**src/logic/pio_pkg.sv**
```systemverilog
// constants, field layouts and carriers shared by the dual parallel port block
// assumes a 32-bit classic wishbone bus and a single 40 MHz system clock
package pio_pkg;
    localparam int ADDR_W = 8;
    localparam int DATA_W = 32;
    localparam int PA_W = 16;
    localparam int PB_W = 12;
    localparam int PB_SEL_W = 8;
    localparam int EDGE_W = 4;
    localparam int EDGE_LSB = 8;

    // word-aligned register byte offsets
    localparam logic [7:0] PA_FSEL_OFS = 8'h00;
    localparam logic [7:0] PA_DIR_OFS = 8'h04;
    localparam logic [7:0] PA_DATA_OFS = 8'h08;
    localparam logic [7:0] PB_FSEL_OFS = 8'h0C;
    localparam logic [7:0] PB_DIR_OFS = 8'h10;
    localparam logic [7:0] PB_DATA_OFS = 8'h14;
    localparam logic [7:0] SYSCTL_OFS = 8'h18;
    localparam logic [7:0] GIMODE_OFS = 8'h1C;
    localparam logic [7:0] IRQ_STAT_OFS = 8'h20;
    localparam logic [7:0] IRQ_MASK_OFS = 8'h24;

    // reset values
    localparam logic [15:0] PA_FSEL_RST = 16'h0000;
    localparam logic [15:0] PA_DIR_RST = 16'h0000;
    localparam logic [15:0] PA_DATA_RST = 16'h0000;
    localparam logic [7:0] PB_FSEL_RST = 8'h80;
    localparam logic [11:0] PB_DIR_RST = 12'h000;
    localparam logic [11:0] PB_DATA_RST = 12'h000;
    localparam logic [0:0] SYSCTL_RST = 1'h0;
    localparam logic [0:0] GIMODE_RST = 1'h0;
    localparam logic [3:0] IRQ_STAT_RST = 4'h0;
    localparam logic [3:0] IRQ_MASK_RST = 4'h0;

    // field positions
    localparam int WATCHDOG_OUT_PIN = 7;
    localparam int REFRESH_PIN = 8;
    localparam int CH2_RXCLK_PIN = 2;
    localparam int CH2_TXCLK_PIN = 3;
    localparam int CH3_RXCLK_PIN = 10;
    localparam int CH3_TXCLK_PIN = 11;

    // peripheral input ties while the pin is used as i/o
    localparam logic [15:0] PA_TIE_LOW = 16'h2555;
    localparam logic [15:0] PA_TIE_HIGH = 16'h8000;
    localparam logic [7:0] PB_TIE_LOW = 8'h28;

    typedef struct packed
    {
        logic cyc;
        logic stb;
        logic we;
        logic [ADDR_W-1:0] adr;
        logic [3:0] sel;
        logic [DATA_W-1:0] dat;
    } wb_req_t;

    typedef struct packed
    {
        logic [PA_W-1:0] out;
        logic [PA_W-1:0] oe;
    } pa_drive_t;

    typedef struct packed
    {
        logic [PB_W-1:0] out;
        logic [PB_W-1:0] oe;
    } pb_drive_t;
endpackage

```
**src/logic/dual_parallel_io_ports.sv**
```systemverilog
// two parallel ports (16 and 12 pins) with peripheral muxing and edge interrupts
// assumes pins and peripheral signals are synchronous to REF_CLK, wishbone classic slave
// Notes on behaviour
// RULE1 - port a: 16 pins, select 0 io, 1 peripheral
// RULE2 - io pin: direction 0 input, 1 output
// RULE3 - reset clears port a selects and directions
// RULE4 - data writes always update latch; outputs drive it
// RULE5 - output pin reads back its latch
// RULE6 - input pin latches writes, reads pin level
// RULE7 - peripheral mode: peripheral sets direction and data
// RULE8 - io-mode pins tie peripheral inputs to fixed levels
// RULE9 - io transmit clock pin: use receive clock pin
// RULE10 - io dma request pin holds request active
// RULE11 - port b: 12 pins, upper four always io
// RULE12 - port b low byte like port a; pin7 watchdog
// RULE13 - io timer input pins tie timer input low
// RULE14 - pin 8 optionally refresh request pin
// RULE15 - reset makes upper pins inputs, clears interrupt mode
// RULE16 - falling edge on upper input pin requests interrupt
// RULE17 - each edge request has its own mask bit
// RULE18 - pending bit sets even while masked
// RULE19 - two-flop sync, then falling edge one-cycle pulse
//
// The Wishbone register port and the placing of the registers were decided locally.
module dual_parallel_io_ports
(
    input wire logic REF_CLK, // system clock, 40 MHz
    input wire logic RST_N, // synchronous total system reset
    input wire logic WB_CYC_I, // bus cycle
    input wire logic WB_STB_I, // bus strobe
    input wire logic WB_WE_I, // write enable
    input wire logic [7:0] WB_ADR_I, // byte address
    input wire logic [3:0] WB_SEL_I, // byte lanes
    input wire logic [31:0] WB_DAT_I, // write data
    output logic [31:0] WB_DAT_O, // read data
    output logic WB_ACK_O, // acknowledge
    output logic IRQ, // level interrupt
    output logic [3:0] EDGE_REQ, // per-pin edge request pulses
    input wire logic [15:0] PA_IN, // port a pin levels
    output logic [15:0] PA_OUT, // port a pin drive value
    output logic [15:0] PA_OE, // port a pin drive enable
    input wire logic [11:0] PB_IN, // port b pin levels
    output logic [11:0] PB_OUT, // port b pin drive value
    output logic [11:0] PB_OE, // port b pin drive enable
    input wire logic [15:0] PA_PERIPH_OUT, // serial/dma output values
    input wire logic [15:0] PA_PERIPH_OE, // serial/dma output enables
    output logic [15:0] PA_PERIPH_IN, // inputs to serial/dma
    input wire logic [7:0] PB_PERIPH_OUT, // ack/timer/watchdog outputs
    input wire logic [7:0] PB_PERIPH_OE, // their output enables
    output logic [7:0] PB_PERIPH_IN, // inputs to ack logic and timers
    input wire logic REFRESH_REQ_IN // refresh controller request
);
    // byte-lane merge of a 16-bit register
    function automatic logic [15:0] merge16(input logic [15:0] old, input logic [31:0] wd,
        input logic [3:0] sel);
        logic [15:0] m;
        m = old;
        if (sel[0])
        begin
            m[7:0] = wd[7:0];
        end
        if (sel[1])
        begin
            m[15:8] = wd[15:8];
        end
        return m;
    endfunction

    // data register read value per pin
    function automatic logic [15:0] pin_view(input logic [15:0] fsel, input logic [15:0] dir,
        input logic [15:0] latch, input logic [15:0] pin, input logic [15:0] per_oe,
        input logic [15:0] per_out);
        logic [15:0] v;
        v = 16'h0000;
        for (int i = 0; i < 16; i++)
        begin
            if (fsel[i])
            begin
                v[i] = per_oe[i] ? per_out[i] : pin[i]; // [RULE7]
            end
            else
            begin
                v[i] = dir[i] ? latch[i] : pin[i]; // [RULE5] [RULE6]
            end
        end
        return v;
    endfunction

    pio_pkg::wb_req_t req;
    logic wr_en;
    logic ack_r, ack_nxt;
    logic [31:0] rdat_r, rdat_nxt;
    logic [15:0] pa_fsel_r, pa_fsel_nxt;
    logic [15:0] pa_dir_r, pa_dir_nxt;
    logic [15:0] pa_data_r, pa_data_nxt;
    logic [7:0] pb_fsel_r, pb_fsel_nxt;
    logic [11:0] pb_dir_r, pb_dir_nxt;
    logic [11:0] pb_data_r, pb_data_nxt;
    logic sysctl_r, sysctl_nxt;
    logic gimode_r, gimode_nxt;
    logic [3:0] stat_r, stat_nxt;
    logic [3:0] mask_r, mask_nxt;
    logic [3:0] sync1_r, sync2_r, sync3_r;
    logic [3:0] fall;
    logic [3:0] edge_r, edge_nxt;
    logic irq_r, irq_nxt;
    pio_pkg::pa_drive_t pa_drv_r, pa_drv_nxt;
    pio_pkg::pb_drive_t pb_drv_r, pb_drv_nxt;
    logic [15:0] pa_pin_in_r, pa_pin_in_nxt;
    logic [7:0] pb_pin_in_r, pb_pin_in_nxt;
    logic [15:0] pa_view, pb_view16;
    logic [11:0] pb_fsel_ext;

    assign req = '{cyc: WB_CYC_I, stb: WB_STB_I, we: WB_WE_I, adr: WB_ADR_I, sel: WB_SEL_I, dat: WB_DAT_I};
    // write lands on the edge where the master sees ack
    assign wr_en = req.cyc & req.stb & req.we & ack_r;

    // upper four pins have no select bit, so they read as io
    assign pb_fsel_ext = {4'h0, pb_fsel_r};
    assign pa_view = pin_view(pa_fsel_r, pa_dir_r, pa_data_r, PA_IN, PA_PERIPH_OE, PA_PERIPH_OUT);
    assign pb_view16 = pin_view({8'h00, pb_fsel_r}, {4'h0, pb_dir_r}, {4'h0, pb_data_r}, {4'h0, PB_IN},
        {8'h00, PB_PERIPH_OE}, {8'h00, PB_PERIPH_OUT}); // [RULE12]

    // bus answer: ack one cycle after request, dropped the cycle after
    always_comb
    begin
        ack_nxt = req.cyc & req.stb & ~ack_r;
        rdat_nxt = 32'h0000_0000;
        unique case (req.adr)
            pio_pkg::PA_FSEL_OFS: rdat_nxt[15:0] = pa_fsel_r;
            pio_pkg::PA_DIR_OFS: rdat_nxt[15:0] = pa_dir_r;
            pio_pkg::PA_DATA_OFS: rdat_nxt[15:0] = pa_view;
            pio_pkg::PB_FSEL_OFS: rdat_nxt[7:0] = pb_fsel_r;
            pio_pkg::PB_DIR_OFS: rdat_nxt[11:0] = pb_dir_r;
            pio_pkg::PB_DATA_OFS: rdat_nxt[11:0] = pb_view16[11:0];
            pio_pkg::SYSCTL_OFS: rdat_nxt[0] = sysctl_r;
            pio_pkg::GIMODE_OFS: rdat_nxt[0] = gimode_r;
            pio_pkg::IRQ_STAT_OFS: rdat_nxt[3:0] = stat_r;
            pio_pkg::IRQ_MASK_OFS: rdat_nxt[3:0] = mask_r;
            default: rdat_nxt = 32'h0000_0000;
        endcase
    end

    always_ff @(posedge REF_CLK)
    begin
        if (!RST_N)
        begin
            ack_r <= 1'b0;
            rdat_r <= 32'h0000_0000;
        end
        else
        begin
            ack_r <= ack_nxt;
            rdat_r <= rdat_nxt;
        end
    end

    // configuration and data registers
    always_comb
    begin
        pa_fsel_nxt = pa_fsel_r;
        pa_dir_nxt = pa_dir_r;
        pa_data_nxt = pa_data_r;
        pb_fsel_nxt = pb_fsel_r;
        pb_dir_nxt = pb_dir_r;
        pb_data_nxt = pb_data_r;
        sysctl_nxt = sysctl_r;
        gimode_nxt = gimode_r;
        mask_nxt = mask_r;
        if (wr_en)
        begin
            unique case (req.adr)
                pio_pkg::PA_FSEL_OFS: pa_fsel_nxt = merge16(pa_fsel_r, req.dat, req.sel); // [RULE1]
                pio_pkg::PA_DIR_OFS: pa_dir_nxt = merge16(pa_dir_r, req.dat, req.sel); // [RULE2]
                pio_pkg::PA_DATA_OFS: pa_data_nxt = merge16(pa_data_r, req.dat, req.sel); // [RULE4]
                pio_pkg::PB_FSEL_OFS: pb_fsel_nxt = req.sel[0] ? req.dat[7:0] : pb_fsel_r; // [RULE11]
                pio_pkg::PB_DIR_OFS: pb_dir_nxt = 12'(merge16({4'h0, pb_dir_r}, req.dat, req.sel));
                pio_pkg::PB_DATA_OFS: pb_data_nxt = 12'(merge16({4'h0, pb_data_r}, req.dat, req.sel)); // [RULE4]
                pio_pkg::SYSCTL_OFS: sysctl_nxt = req.sel[0] ? req.dat[0] : sysctl_r;
                pio_pkg::GIMODE_OFS: gimode_nxt = req.sel[0] ? req.dat[0] : gimode_r;
                pio_pkg::IRQ_MASK_OFS: mask_nxt = req.sel[0] ? req.dat[3:0] : mask_r; // [RULE17]
                default: mask_nxt = mask_r;
            endcase
        end
    end

    always_ff @(posedge REF_CLK)
    begin
        if (!RST_N)
        begin
            pa_fsel_r <= pio_pkg::PA_FSEL_RST; // [RULE3]
            pa_dir_r <= pio_pkg::PA_DIR_RST; // [RULE3]
            pa_data_r <= pio_pkg::PA_DATA_RST;
            pb_fsel_r <= pio_pkg::PB_FSEL_RST; // [RULE12]
            pb_dir_r <= pio_pkg::PB_DIR_RST; // [RULE15]
            pb_data_r <= pio_pkg::PB_DATA_RST;
            sysctl_r <= pio_pkg::SYSCTL_RST;
            gimode_r <= pio_pkg::GIMODE_RST; // [RULE15]
            mask_r <= pio_pkg::IRQ_MASK_RST;
        end
        else
        begin
            pa_fsel_r <= pa_fsel_nxt;
            pa_dir_r <= pa_dir_nxt;
            pa_data_r <= pa_data_nxt;
            pb_fsel_r <= pb_fsel_nxt;
            pb_dir_r <= pb_dir_nxt;
            pb_data_r <= pb_data_nxt;
            sysctl_r <= sysctl_nxt;
            gimode_r <= gimode_nxt;
            mask_r <= mask_nxt;
        end
    end

    // pin drive and peripheral inputs, all registered for clean outputs
    always_comb
    begin
        for (int i = 0; i < pio_pkg::PA_W; i++)
        begin
            pa_drv_nxt.out[i] = pa_fsel_r[i] ? PA_PERIPH_OUT[i] : pa_data_r[i]; // [RULE4] [RULE7]
            pa_drv_nxt.oe[i] = pa_fsel_r[i] ? PA_PERIPH_OE[i] : pa_dir_r[i]; // [RULE2] [RULE7]
        end
        for (int i = 0; i < pio_pkg::PB_W; i++)
        begin
            if (pb_fsel_ext[i])
            begin
                pb_drv_nxt.out[i] = PB_PERIPH_OUT[i];
                pb_drv_nxt.oe[i] = PB_PERIPH_OE[i];
            end
            else
            begin
                pb_drv_nxt.out[i] = pb_data_r[i];
                pb_drv_nxt.oe[i] = pb_dir_r[i]; // [RULE11]
            end
        end
        // watchdog pin only ever pulls low: open drain
        if (pb_fsel_r[pio_pkg::WATCHDOG_OUT_PIN])
        begin
            pb_drv_nxt.out[pio_pkg::WATCHDOG_OUT_PIN] = 1'b0;
            pb_drv_nxt.oe[pio_pkg::WATCHDOG_OUT_PIN] = ~PB_PERIPH_OUT[pio_pkg::WATCHDOG_OUT_PIN]; // [RULE12]
        end
        if (sysctl_r)
        begin
            pb_drv_nxt.out[pio_pkg::REFRESH_PIN] = REFRESH_REQ_IN; // [RULE14]
            pb_drv_nxt.oe[pio_pkg::REFRESH_PIN] = 1'b1;
        end
        // io-mode pins in the tie masks hand the peripheral a fixed level instead of the pin
        pa_pin_in_nxt = (PA_IN & pa_fsel_r) | (pio_pkg::PA_TIE_HIGH & ~pa_fsel_r); // [RULE8] [RULE10]
        if (!pa_fsel_r[pio_pkg::CH2_TXCLK_PIN])
        begin
            pa_pin_in_nxt[pio_pkg::CH2_TXCLK_PIN] = pa_pin_in_nxt[pio_pkg::CH2_RXCLK_PIN]; // [RULE9]
        end
        if (!pa_fsel_r[pio_pkg::CH3_TXCLK_PIN])
        begin
            pa_pin_in_nxt[pio_pkg::CH3_TXCLK_PIN] = pa_pin_in_nxt[pio_pkg::CH3_RXCLK_PIN]; // [RULE9]
        end
        // outputs-only functions see the pin; the low ties are covered by the and above
        pa_pin_in_nxt = pa_pin_in_nxt | (PA_IN & ~pa_fsel_r & ~pio_pkg::PA_TIE_LOW & ~pio_pkg::PA_TIE_HIGH
            & ~(16'h0001 << pio_pkg::CH2_TXCLK_PIN) & ~(16'h0001 << pio_pkg::CH3_TXCLK_PIN));
        pb_pin_in_nxt = (PB_IN[7:0] & pb_fsel_r) | (PB_IN[7:0] & ~pb_fsel_r & ~pio_pkg::PB_TIE_LOW); // [RULE13]
    end

    always_ff @(posedge REF_CLK)
    begin
        if (!RST_N)
        begin
            pa_drv_r <= '0;
            pb_drv_r <= '0;
            pa_pin_in_r <= 16'h0000;
            pb_pin_in_r <= 8'h00;
        end
        else
        begin
            pa_drv_r <= pa_drv_nxt;
            pb_drv_r <= pb_drv_nxt;
            pa_pin_in_r <= pa_pin_in_nxt;
            pb_pin_in_r <= pb_pin_in_nxt;
        end
    end

    // upper pins: sync, falling-edge detect, sticky status
    // sync1 is only read by sync2
    genvar g;
    generate
        for (g = 0; g < pio_pkg::EDGE_W; g++)
        begin : g_edge
            assign fall[g] = sync3_r[g] & ~sync2_r[g] & ~pb_dir_r[pio_pkg::EDGE_LSB + g] & gimode_r; // [RULE16]
        end
    endgenerate

    always_comb
    begin
        edge_nxt = fall; // [RULE19]
        stat_nxt = stat_r;
        if (wr_en && req.adr == pio_pkg::IRQ_STAT_OFS && req.sel[0])
        begin
            stat_nxt = stat_r & ~req.dat[3:0];
        end
        // a new edge wins over a same-cycle clear
        stat_nxt = stat_nxt | fall; // [RULE18]
        irq_nxt = |(stat_nxt & mask_r); // [RULE17]
    end

    always_ff @(posedge REF_CLK)
    begin
        if (!RST_N)
        begin
            sync1_r <= 4'h0;
            sync2_r <= 4'h0;
            sync3_r <= 4'h0;
            edge_r <= 4'h0;
            stat_r <= pio_pkg::IRQ_STAT_RST;
            irq_r <= 1'b0;
        end
        else
        begin
            sync1_r <= PB_IN[11:8]; // [RULE19]
            sync2_r <= sync1_r;
            sync3_r <= sync2_r;
            edge_r <= edge_nxt;
            stat_r <= stat_nxt;
            irq_r <= irq_nxt;
        end
    end

    assign WB_ACK_O = ack_r;
    assign WB_DAT_O = rdat_r;
    assign IRQ = irq_r;
    assign EDGE_REQ = edge_r;
    assign PA_OUT = pa_drv_r.out;
    assign PA_OE = pa_drv_r.oe;
    assign PB_OUT = pb_drv_r.out;
    assign PB_OE = pb_drv_r.oe;
    assign PA_PERIPH_IN = pa_pin_in_r;
    assign PB_PERIPH_IN = pb_pin_in_r;
endmodule

```
**config.mk**
```make
export PLATFORM = sky130hd
export DESIGN_NAME = dual_parallel_io_ports
export DESIGN_NICKNAME = d
export VERILOG_FILES = /design/src/logic/pio_pkg.sv /design/src/logic/dual_parallel_io_ports.sv
export SDC_FILE = /design/constraint.sdc
export NUM_CORES = 1
export LEC_CHECK = 0
export BUFFER_PORTS_ARGS = -buffer_cell sky130_fd_sc_hd__buf_2
export CORE_MARGIN = 1
export CORE_UTILIZATION = 50
export CTS_BUF_LIST = sky130_fd_sc_hd__clkbuf_4 sky130_fd_sc_hd__clkbuf_8
export DETAILED_ROUTE_END_ITERATION = 10
export GPL_TIMING_DRIVEN = 0
export PLACE_DENSITY = 0.75
export SETUP_SLACK_MARGIN = 0.3
export SYNTH_ARGS = -nofsm -noshare
export SYNTH_HDL_FRONTEND = slang
export SYNTH_SLANG_ARGS = --single-unit
export TNS_END_PERCENT = 1
```
**constraint.sdc**
```tcl
create_clock -name REF_CLK -period 2.61 [get_ports REF_CLK]
set_clock_uncertainty 0.05 [all_clocks]
set_input_delay 0.522 -clock REF_CLK [delete_from_list [all_inputs] [get_ports REF_CLK]]
set_output_delay 0.522 -clock REF_CLK [all_outputs]
set_load 0.05 [all_outputs]
```
Word level (Yosys, flattened, before mapping)
Cells that the tools add are included.
Widths: inputs -> output; s select.
Storage, ports and cells
  register bits after elaboration: 220
  word-level logic and storage cells: 231
  output and inout bits: 118
Cells by class
  bitwise gates (word level): 40
  equal/unequal tests: 9
  multiplexer cells: 133
  reduce and logical (&&, ||, !) cells: 19
Operators by type and width (count)
  $mux 1: 127
  $reduce_and 3->1: 14
  $eq 8x5->1 const B: 4
  $pmux 3 s8: 1
  $pmux 4 s6: 1
  $pmux 4 s5: 1
  $and 1x1->1: 16
  $and 16x16->16: 1
  $and 8x8->8: 2
  $eq 8x4->1 const B: 2
  $eq 8x6->1 const B: 2
  $not 16->16: 1
  $or 16x15->16: 1
  $or 16x16->16: 1
  $and 15x15->15: 1
  $pmux 4 s3: 1
  $not 1->1: 11
  $pmux 1 s10: 1
  $and 4x4->4: 2
  $eq 8x3->1 const B: 1
  $logic_not 8->1: 1
  $not 8->8: 1
  $or 8x8->8: 1
  $mux 4: 1
  other kinds (5): 6

Depth between registers and ports, before layout
Gate-level depths: netlist of the first run.
  depth after elaboration: 9
  mapped depth: 7
  gate-level depth less buffers: 5

Worst setup path before layout of the first run
OpenSTA, ideal clock, no wires.
  kind: reg-to-reg
  start point: register ack_r, in the netlist WB_ACK_O
  end point: register pa_dir_r[0]
  slack: 0.415 ns
  period minus slack after synthesis: 2.195 ns
  cell stages (with the launch flop): 6
  data arrival time: 2.027 ns
  buffers on the path: 0
  cell sequence: dfxtp_1 > nand4_1 > nor2_1 > nand3_1 > mux2i_1 > nor2b_1
On the way
  cells in the longest elaborated chain, start to end: 2
RTL lines
  from (decl): line dual_parallel_io_ports.sv:91  | logic ack_r, ack_nxt;
  from (signal assigned): line dual_parallel_io_ports.sv:153  | ack_r <= ack_nxt;
  $and 1x1->1: line dual_parallel_io_ports.sv:116  | assign wr_en = req.cyc & req.stb & req.we & ack_r;
  $reduce_and 3->1 (no line)
  to (signal assigned): line dual_parallel_io_ports.sv:192  | pa_dir_r <= pio_pkg::PA_DIR_RST;
  to (signal assigned): line dual_parallel_io_ports.sv:204  | pa_dir_r <= pa_dir_nxt;
  to (decl): line dual_parallel_io_ports.sv:94  | logic [15:0] pa_dir_r, pa_dir_nxt;
No other way between the ends.
A chain may end at the register's enable or synchronous reset.

Final worst setup path of the first run
  start point: input port WB_ADR_I[1]
  end point: register pa_dir_r[5]
On the way
  cells in the longest elaborated chain, start to end: 2
RTL lines
  from (decl): line dual_parallel_io_ports.sv:32  | input wire logic [7:0] WB_ADR_I,
  $eq 8x3->1: line dual_parallel_io_ports.sv:172  | unique case (req.adr)
  $reduce_and 3->1 (no line)
No other way between the ends.

==> flow_metrics.tcl, run 1 <==
set metrics [dict create \
    status "completed" \
    grt_max_degree 11 \
    wl_um 26800 \
    min_from "PB_IN[9]" \
    worst_ep_required_time_ns 2.97 \
    nNetsFinal 1308 \
    final_common_cell "buf_2" \
    finalHoldViolCount 0 \
    cts_buffer_depth 3 \
    synth-warning-count 0 \
    final_area_um2 11100 \
    wl_per_cell_um 18.7 \
    relSlewSlack_pct 27.7 \
    worstRegToRegCells 6 \
    placementRows 48 \
    drive_above_1_share_pct 26.4 \
    p_total_w 0.00684 \
    clk_pin_slew_worst_paths_ns 0.06 \
    drcViolationCount 0 \
    place_area_um2 10300 \
    cpPeakStageDelay_ns 0.57 \
    slowest_stage "nand3_1" \
    drt_iter0_markers 408 \
    final_cell_mix "212 x buf_2, 204 x dfxtp_1, 158 x mux2i_1, 121 x nor2b_1, 56 x nand2_1" \
    start_util_pct 51.6 \
    rsz0062_at_grt "yes" \
    synth-main-ff-cell "dfxtp_1" \
    grtUsageTotal_pct 28.8 \
    reg2reg_slack_ns 0.38 \
    report.final.slew_viol_count 0 \
    synth-seq-cells 204 \
    grt_remaining_overflow 0 \
    cp-end-kind "register" \
    leakagePower_nw 4.94 \
    synthArstFlopShare_pct 0 \
    die_area_um2 18500 \
    fmax_mhz 418 \
    setup-violations-final 0 \
    avgSynthCellArea_um2 9.72 \
    syn-instance-count 924 \
    numCtsBuffers 36 \
    postCtsSetupBuffers 0 \
    crit_chain "buf_2 > nor3_1 > and2_1 > clkbuf_1 > nand3_1 > mux2i_1 > nor2b_1" \
    clkSinkCount 204 \
    whs_endpoint "sync1_r[1]" \
    synth_area_um2 8980 \
    r2r_end "pa_fsel_r[9]" \
    finalCriticalPeriod_ns 2.39 \
    worst_hold_path_type "input pin to register" \
    fp.dieH_um 136 \
    critPathKind "input pin to register" \
    synthToLayoutAreaGrowth_pct 23.9 \
    antennaDiodeCount 0 \
    hold_depth 2 \
    synth-seq-area-share_pct 45.5 \
    routed_via_density 5.35 \
    worst_ep_arrival_time_ns 2.75 \
    hpwl_um 19300 \
    ir_drop_uv 430 \
    antenna_found_initial 2 \
    htreeDepth 2 \
    worstSetupStartpointType "input pin" \
    fin_crit_sh_pct 91.6 \
    place_congestion 0.931 \
    clock_latency_ns 0.54 \
    drt-pass1-iter-count 4 \
    synth.distinct_cells 58 \
    grt_pass1_wl_um 40000 \
    cap_violations 0 \
    clock-root-buffer "clkbuf_8" \
    tightest_slew_ns 1.08 \
    fillers 1552 \
    port_buffers 205 \
    grt_pass1_vias 7358 \
    fin_setup_tns_ns 0 \
    path_max_fanout 8 \
    p_per_area_nw_per_um2 615 \
    die_w_um 136 \
    ioPinCount 244 \
    ant_nets 0 \
    num_vias 7663 \
    worstReg2RegStart "WB_ACK_O" \
    cts_tree "built" \
    core_um2 17400 \
    synth-edff-count 0 \
]
## worst max-delay path by stage
stage / cells past startpoint / start / slack [ns] / to
2_1_floorplan: 5 / WB_ACK_O / 0.42 / pa_dir_r[0]
3_3_place_gp: 8 / WB_ADR_I[2] / -0.18 / WB_DAT_O[2]
3_5_place_dp: 8 / WB_ADR_I[2] / -0.19 / WB_DAT_O[2]
4_1_cts: 6 / WB_ACK_O / 0.25 / pa_fsel_r[9]
5_1_grt: 7 / WB_ADR_I[1] / 0.16 / pa_dir_r[5]
6_report: 7 / WB_ADR_I[1] / 0.22 / pa_dir_r[5]
## kinds of logic (layout without fill, tap and decap cells)
| kind of cell | after synthesis | after routing | share of synthesized area [%] |
|---|---|---|---|
| simple gates | 329 | 329 | 21.1 |
| buf+inv | 95 | 364 | 4.78 |
| flops | 204 | 204 | 45.5 |
| compound gates | 125 | 125 | 9.40 |
| mux | 170 | 170 | 19.2 |
| other cells | 1 | 16 | 0.0417 |
## Yosys cell counts, types with 2 or more instances
master / number / area share, %
inv_1: 13 / 0.54
nor3_1: 8 / 0.45
nor2b_1: 121 / 8.4
a2111oi_0: 4 / 0.39
and3_1: 13 / 0.91
buf_2: 7 / 0.39
nor4bb_1: 4 / 0.45
o2111a_1: 2 / 0.25
a21boi_0: 26 / 2.2
a31oi_1: 13 / 0.91
buf_1: 5 / 0.21
o21ai_0: 13 / 0.72
buf_4: 17 / 1.4
nor2_1: 29 / 1.2
a21oi_1: 30 / 1.7
o22ai_1: 3 / 0.21
mux2i_1: 158 / 18
o21a_1: 4 / 0.33
nand2b_1: 3 / 0.21
and2_1: 40 / 2.8
a211oi_1: 11 / 0.92
clkbuf_1: 53 / 2.2
or3_1: 3 / 0.21
a22oi_1: 2 / 0.17
nand3_2: 3 / 0.33
o31a_1: 3 / 0.29
dfxtp_1: 204 / 45
or4_1: 2 / 0.17
o211ai_1: 2 / 0.17
o2bb2ai_1: 2 / 0.20
nand3_1: 31 / 1.7
nand2_1: 56 / 2.3
mux2_2: 11 / 1.4
nand4_1: 2 / 0.14
a22o_1: 3 / 0.29
## through the flow
step / cells / worst slack [ns] / util [%] / hold WS (ns)
after global placement: 1369 / -0.178 / 59.4 / 0.364
final: 1433 / 0.220 / 63.9 / 0.153
after floorplan: 939 / 0.415 / - / 0.362
after global routing: 1433 / 0.157 / 63.9 / 0.154
after detailed placement: 1369 / -0.194 / 59.4 / 0.371
after CTS: 1433 / 0.250 / 63.9 / 0.141
## state kept, by name, indices dropped and copies added, names as in the netlist, 8 cells and up
register,flops
pa_fsel_r,16
WB_DAT_O,16
pa_data_r,16
PB_OE,12
PB_PERIPH_IN,8
pb_fsel_r,8
pb_dir_r,12
PA_OE,16
pb_data_r,12
PB_OUT,12
PA_PERIPH_IN,16
PA_OUT,16
pa_dir_r,16
## cell type report
| type | instances | area, um^2 | share of cell area (%) |
|---|---|---|---|
| clock buffers | 56 | 683 | 6.14 |
| clock inverters | 8 | 95.1 | 0.854 |
| plain buffers | 82 | 382 | 3.43 |
| multi-input cells | 640 | 4530 | 40.7 |
| repair buffers | 205 | 1030 | 9.22 |
| well taps | 225 | 282 | 2.53 |
| inverters | 13 | 48.8 | 0.438 |
| flip-flops and latches | 204 | 4080 | 36.7 |
## repair_timing
| item | CTS | global route |
|---|---|---|
| gates resized for setup | 1 | 3 |
| hold buffers | 0 | 0 |
| endpoints found under the setup margin | 9 | 33 |
| pin swaps | 0 | 0 |
## critical path, delay by kind of cell
family,cells,cell delay (ns)
buffers and inverters,2,0.54
and+or+nand+nor,4,1.36
muxes,1,0.33
## where the power goes
part | leakage, nW | switching [W] | internal, W
clock network | 0.411 | 0.00130 | 0.00186
logic | 2.88 | 0.000348 | 0.000192
registers | 1.65 | 0.00000546 | 0.00313
## metal layers
metal | share of wire (%) | GRT usage, % | wire length [um]
met1 | 43 | 36.8 | 11500
met2 | 46 | 46.8 | 12400
met4 | 3.4 | 13.9 | 920
met5 | 0.030 | 0 | 8
met3 | 7.2 | 5.26 | 1920
(Power assumes the default switching activity.)
==> run 2, diff against run 1 <==
--- a/config.mk
+++ b/config.mk
@@ -12,6 +12,7 @@
 export DETAILED_ROUTE_END_ITERATION = 10
 export GPL_TIMING_DRIVEN = 0
 export PLACE_DENSITY = 0.75
+export REMOVE_ABC_BUFFERS = 1
 export SETUP_SLACK_MARGIN = 0.3
 export SYNTH_ARGS = -nofsm -noshare
 export SYNTH_HDL_FRONTEND = slang
==> run 2 against run 1 <==
Effect of this change:
- global-route usage shrank 4.6 points
- via count shrank 6.8%
- combinational power shrank 13%
- routed wire length shrank 17%
- core utilization shrank 1.8 points
- sequential share of layout area grew 1.0 points
- first-iteration DRC count shrank 10%
- critical endpoint is now pa_data_r[13]
- sequential power is essentially flat
- critical path type unchanged
- largest power group is now registers
- setup slack gained 0.038 ns
==> flow_metrics.tcl, run 2 (synthesis results as in run 1) <==
set metrics [dict create \
    ant_nets 0 \
    wl_per_cell_um 16.5 \
    crit_chain "clkbuf_4 > or4b_2 > nor3_4 > buf_4 > nand2_1 > nand2_1 > a21boi_0" \
    multi_input_area_um2 4550 \
    ff_latch_area_um2 4080 \
    numCtsBuffers 36 \
    status "completed" \
    drcViolationCount 0 \
    num_vias 7144 \
    wl_um 22300 \
    fin_crit_sh_pct 90.1 \
    die_w_um 136 \
    fmax_mhz 425 \
    worstSetupStartpointType "input pin" \
    grt_pass1_vias 6804 \
    antennaDiodeCount 0 \
    leakagePower_nw 4.79 \
    relSlewSlack_pct 44.4 \
    htreeDepth 2 \
    fin_ws_ns 0.258 \
    whs_endpoint "sync1_r[3]" \
    cap_violations 0 \
    dr.max_layer_used "met4" \
    report.final.slew_viol_count 0 \
    r2r_end "pa_dir_r[14]" \
    cp-end-kind "register" \
    cts_tree "built" \
    grtUsageTotal_pct 24.2 \
    finalCriticalPeriod_ns 2.35 \
    final_common_cell "buf_2" \
    clock-root-buffer "clkbuf_8" \
    worstReg2RegStart "WB_ACK_O" \
    final_cell_mix "207 x buf_2, 204 x dfxtp_1, 158 x mux2i_1, 121 x nor2b_1, 56 x nand2_1" \
    setup-violations-final 0 \
    hold_buffers 0 \
    clock_latency_ns 0.51 \
    p_per_area_nw_per_um2 618 \
    hold_depth 2 \
    drt-pass1-iter-count 5 \
    drive_above_1_share_pct 26.5 \
    tightest_slew_ns 0.831 \
    core_um2 17400 \
    worstRegToRegCells 5 \
    fillers 1465 \
    placementRows 48 \
    grt_pass1_wl_um 35100 \
    routed_via_density 5.28 \
    path_max_fanout 51 \
    nNetsFinal 1234 \
    ioPinCount 244 \
    place_congestion 0.836 \
    grt_remaining_overflow 0 \
    worst_hold_path_type "input pin to register" \
    clkSinkCount 204 \
    antenna_found_initial 0 \
    ir_drop_uv 444 \
    slowest_stage "or4b_2" \
    fp.dieH_um 136 \
    min_from "PB_IN[11]" \
    die_area_um2 18500 \
    cts_buffer_depth 3 \
    grt_max_degree 113 \
    finalHoldViolCount 0 \
    critPathKind "input pin to register" \
    port_buffers 209 \
    wl_met1_um 9950 \
    dp.cells 1292 \
    final_cells 1354 \
    reg2reg_slack_ns 0.34 \
    dpl_worst_slack_ns -0.973 \
    synthToLayoutAreaGrowth_pct 20.5 \
    drt_iter0_markers 366 \
    met2_length_um 10300 \
    start_util_pct 51.6 \
    cpPeakStageDelay_ns 0.83 \
    worst_ep_required_time_ns 2.94 \
    hpwl_um 15000 \
    worst_ep_arrival_time_ns 2.68 \
    rsz0062_at_grt "yes" \
    clk_pin_slew_worst_paths_ns 0.06 \
    wl_met3_um 1550 \
    fin_setup_tns_ns 0 \
    crit_path_frequent_cell "nand2_1" \
]
==> run 2: area by class of cell <==
cell class / count / area share (%)
multi-input combinational: 640 / 42.1
sequential: 204 / 37.7
timing repair buffer: 213 / 10.2
clock buffer: 57 / 6.61
tap: 225 / 2.60
inverter: 13 / 0.451
clock inverter: 2 / 0.324
==> run 2: per-layer routing <==
| metal | global-route usage [%] | vias to the layer above |
|---|---|---|
| li1 | - | 3547 |
| met1 | 31.1 | 3307 |
| met2 | 38.9 | 244 |
| met3 | 5.82 | 46 |
| met4 | 9.57 | 0 |
| met5 | 0 | - |
==> run 2: power breakdown <==
part / internal, W / switching [W] / leakage [nW]
combinational: 0.000171 / 0.000299 / 2.74
sequential: 0.00313 / 0.00000470 / 1.65
clock: 0.00182 / 0.00126 / 0.399
total: 0.00513 / 0.00156 / 4.79
==> run 2: timing repair <==
action | 4_1_cts | 5_1_grt
pin swaps | 1 | 0
setup buffers | 3 | 0
endpoints found under the setup margin | 88 | 85
gates resized for setup | 5 | 2
gates cloned | 0 | 0
==> run 2: worst max-delay path: cells and delay by family <==
| family | cells | cell delay (ns) |
|---|---|---|
| simple gates | 4 | 1.44 |
| buf+inv | 2 | 0.60 |
| compound gates | 1 | 0.10 |
==> run 2: worst max-delay path by stage <==
stage | start | endpoint | slack [ns] | depth (start not counted)
after floorplan | WB_ACK_O | pa_dir_r[0] | 0.03 | 5
after global placement | RST_N | WB_DAT_O[13] | -1.05 | 3
after detailed placement | WB_ADR_I[2] | pa_data_r[13] | -0.97 | 6
after CTS | WB_ADR_I[2] | pa_data_r[13] | 0.21 | 7
after global routing | WB_ACK_O | pa_dir_r[15] | 0.15 | 5
final | WB_ADR_I[2] | pa_data_r[13] | 0.26 | 7
==> run 2: per-stage QoR <==
| stage | hold WS [ns] | total power (W) | util, % | instance area, um^2 |
|---|---|---|---|---|
| final | 0.179 | 0.00669 | 62.1 | 10800 |
| after global routing | 0.164 | 0.00694 | 62.1 | 10800 |
| after CTS | 0.155 | 0.00676 | 62.1 | 10800 |
| after detailed placement | 0.368 | 0.00367 | 57.5 | 10000 |
| after global placement | 0.364 | 0.00367 | 57.3 | 9990 |
| after floorplan | 0.362 | 0.00344 | - | 8660 |
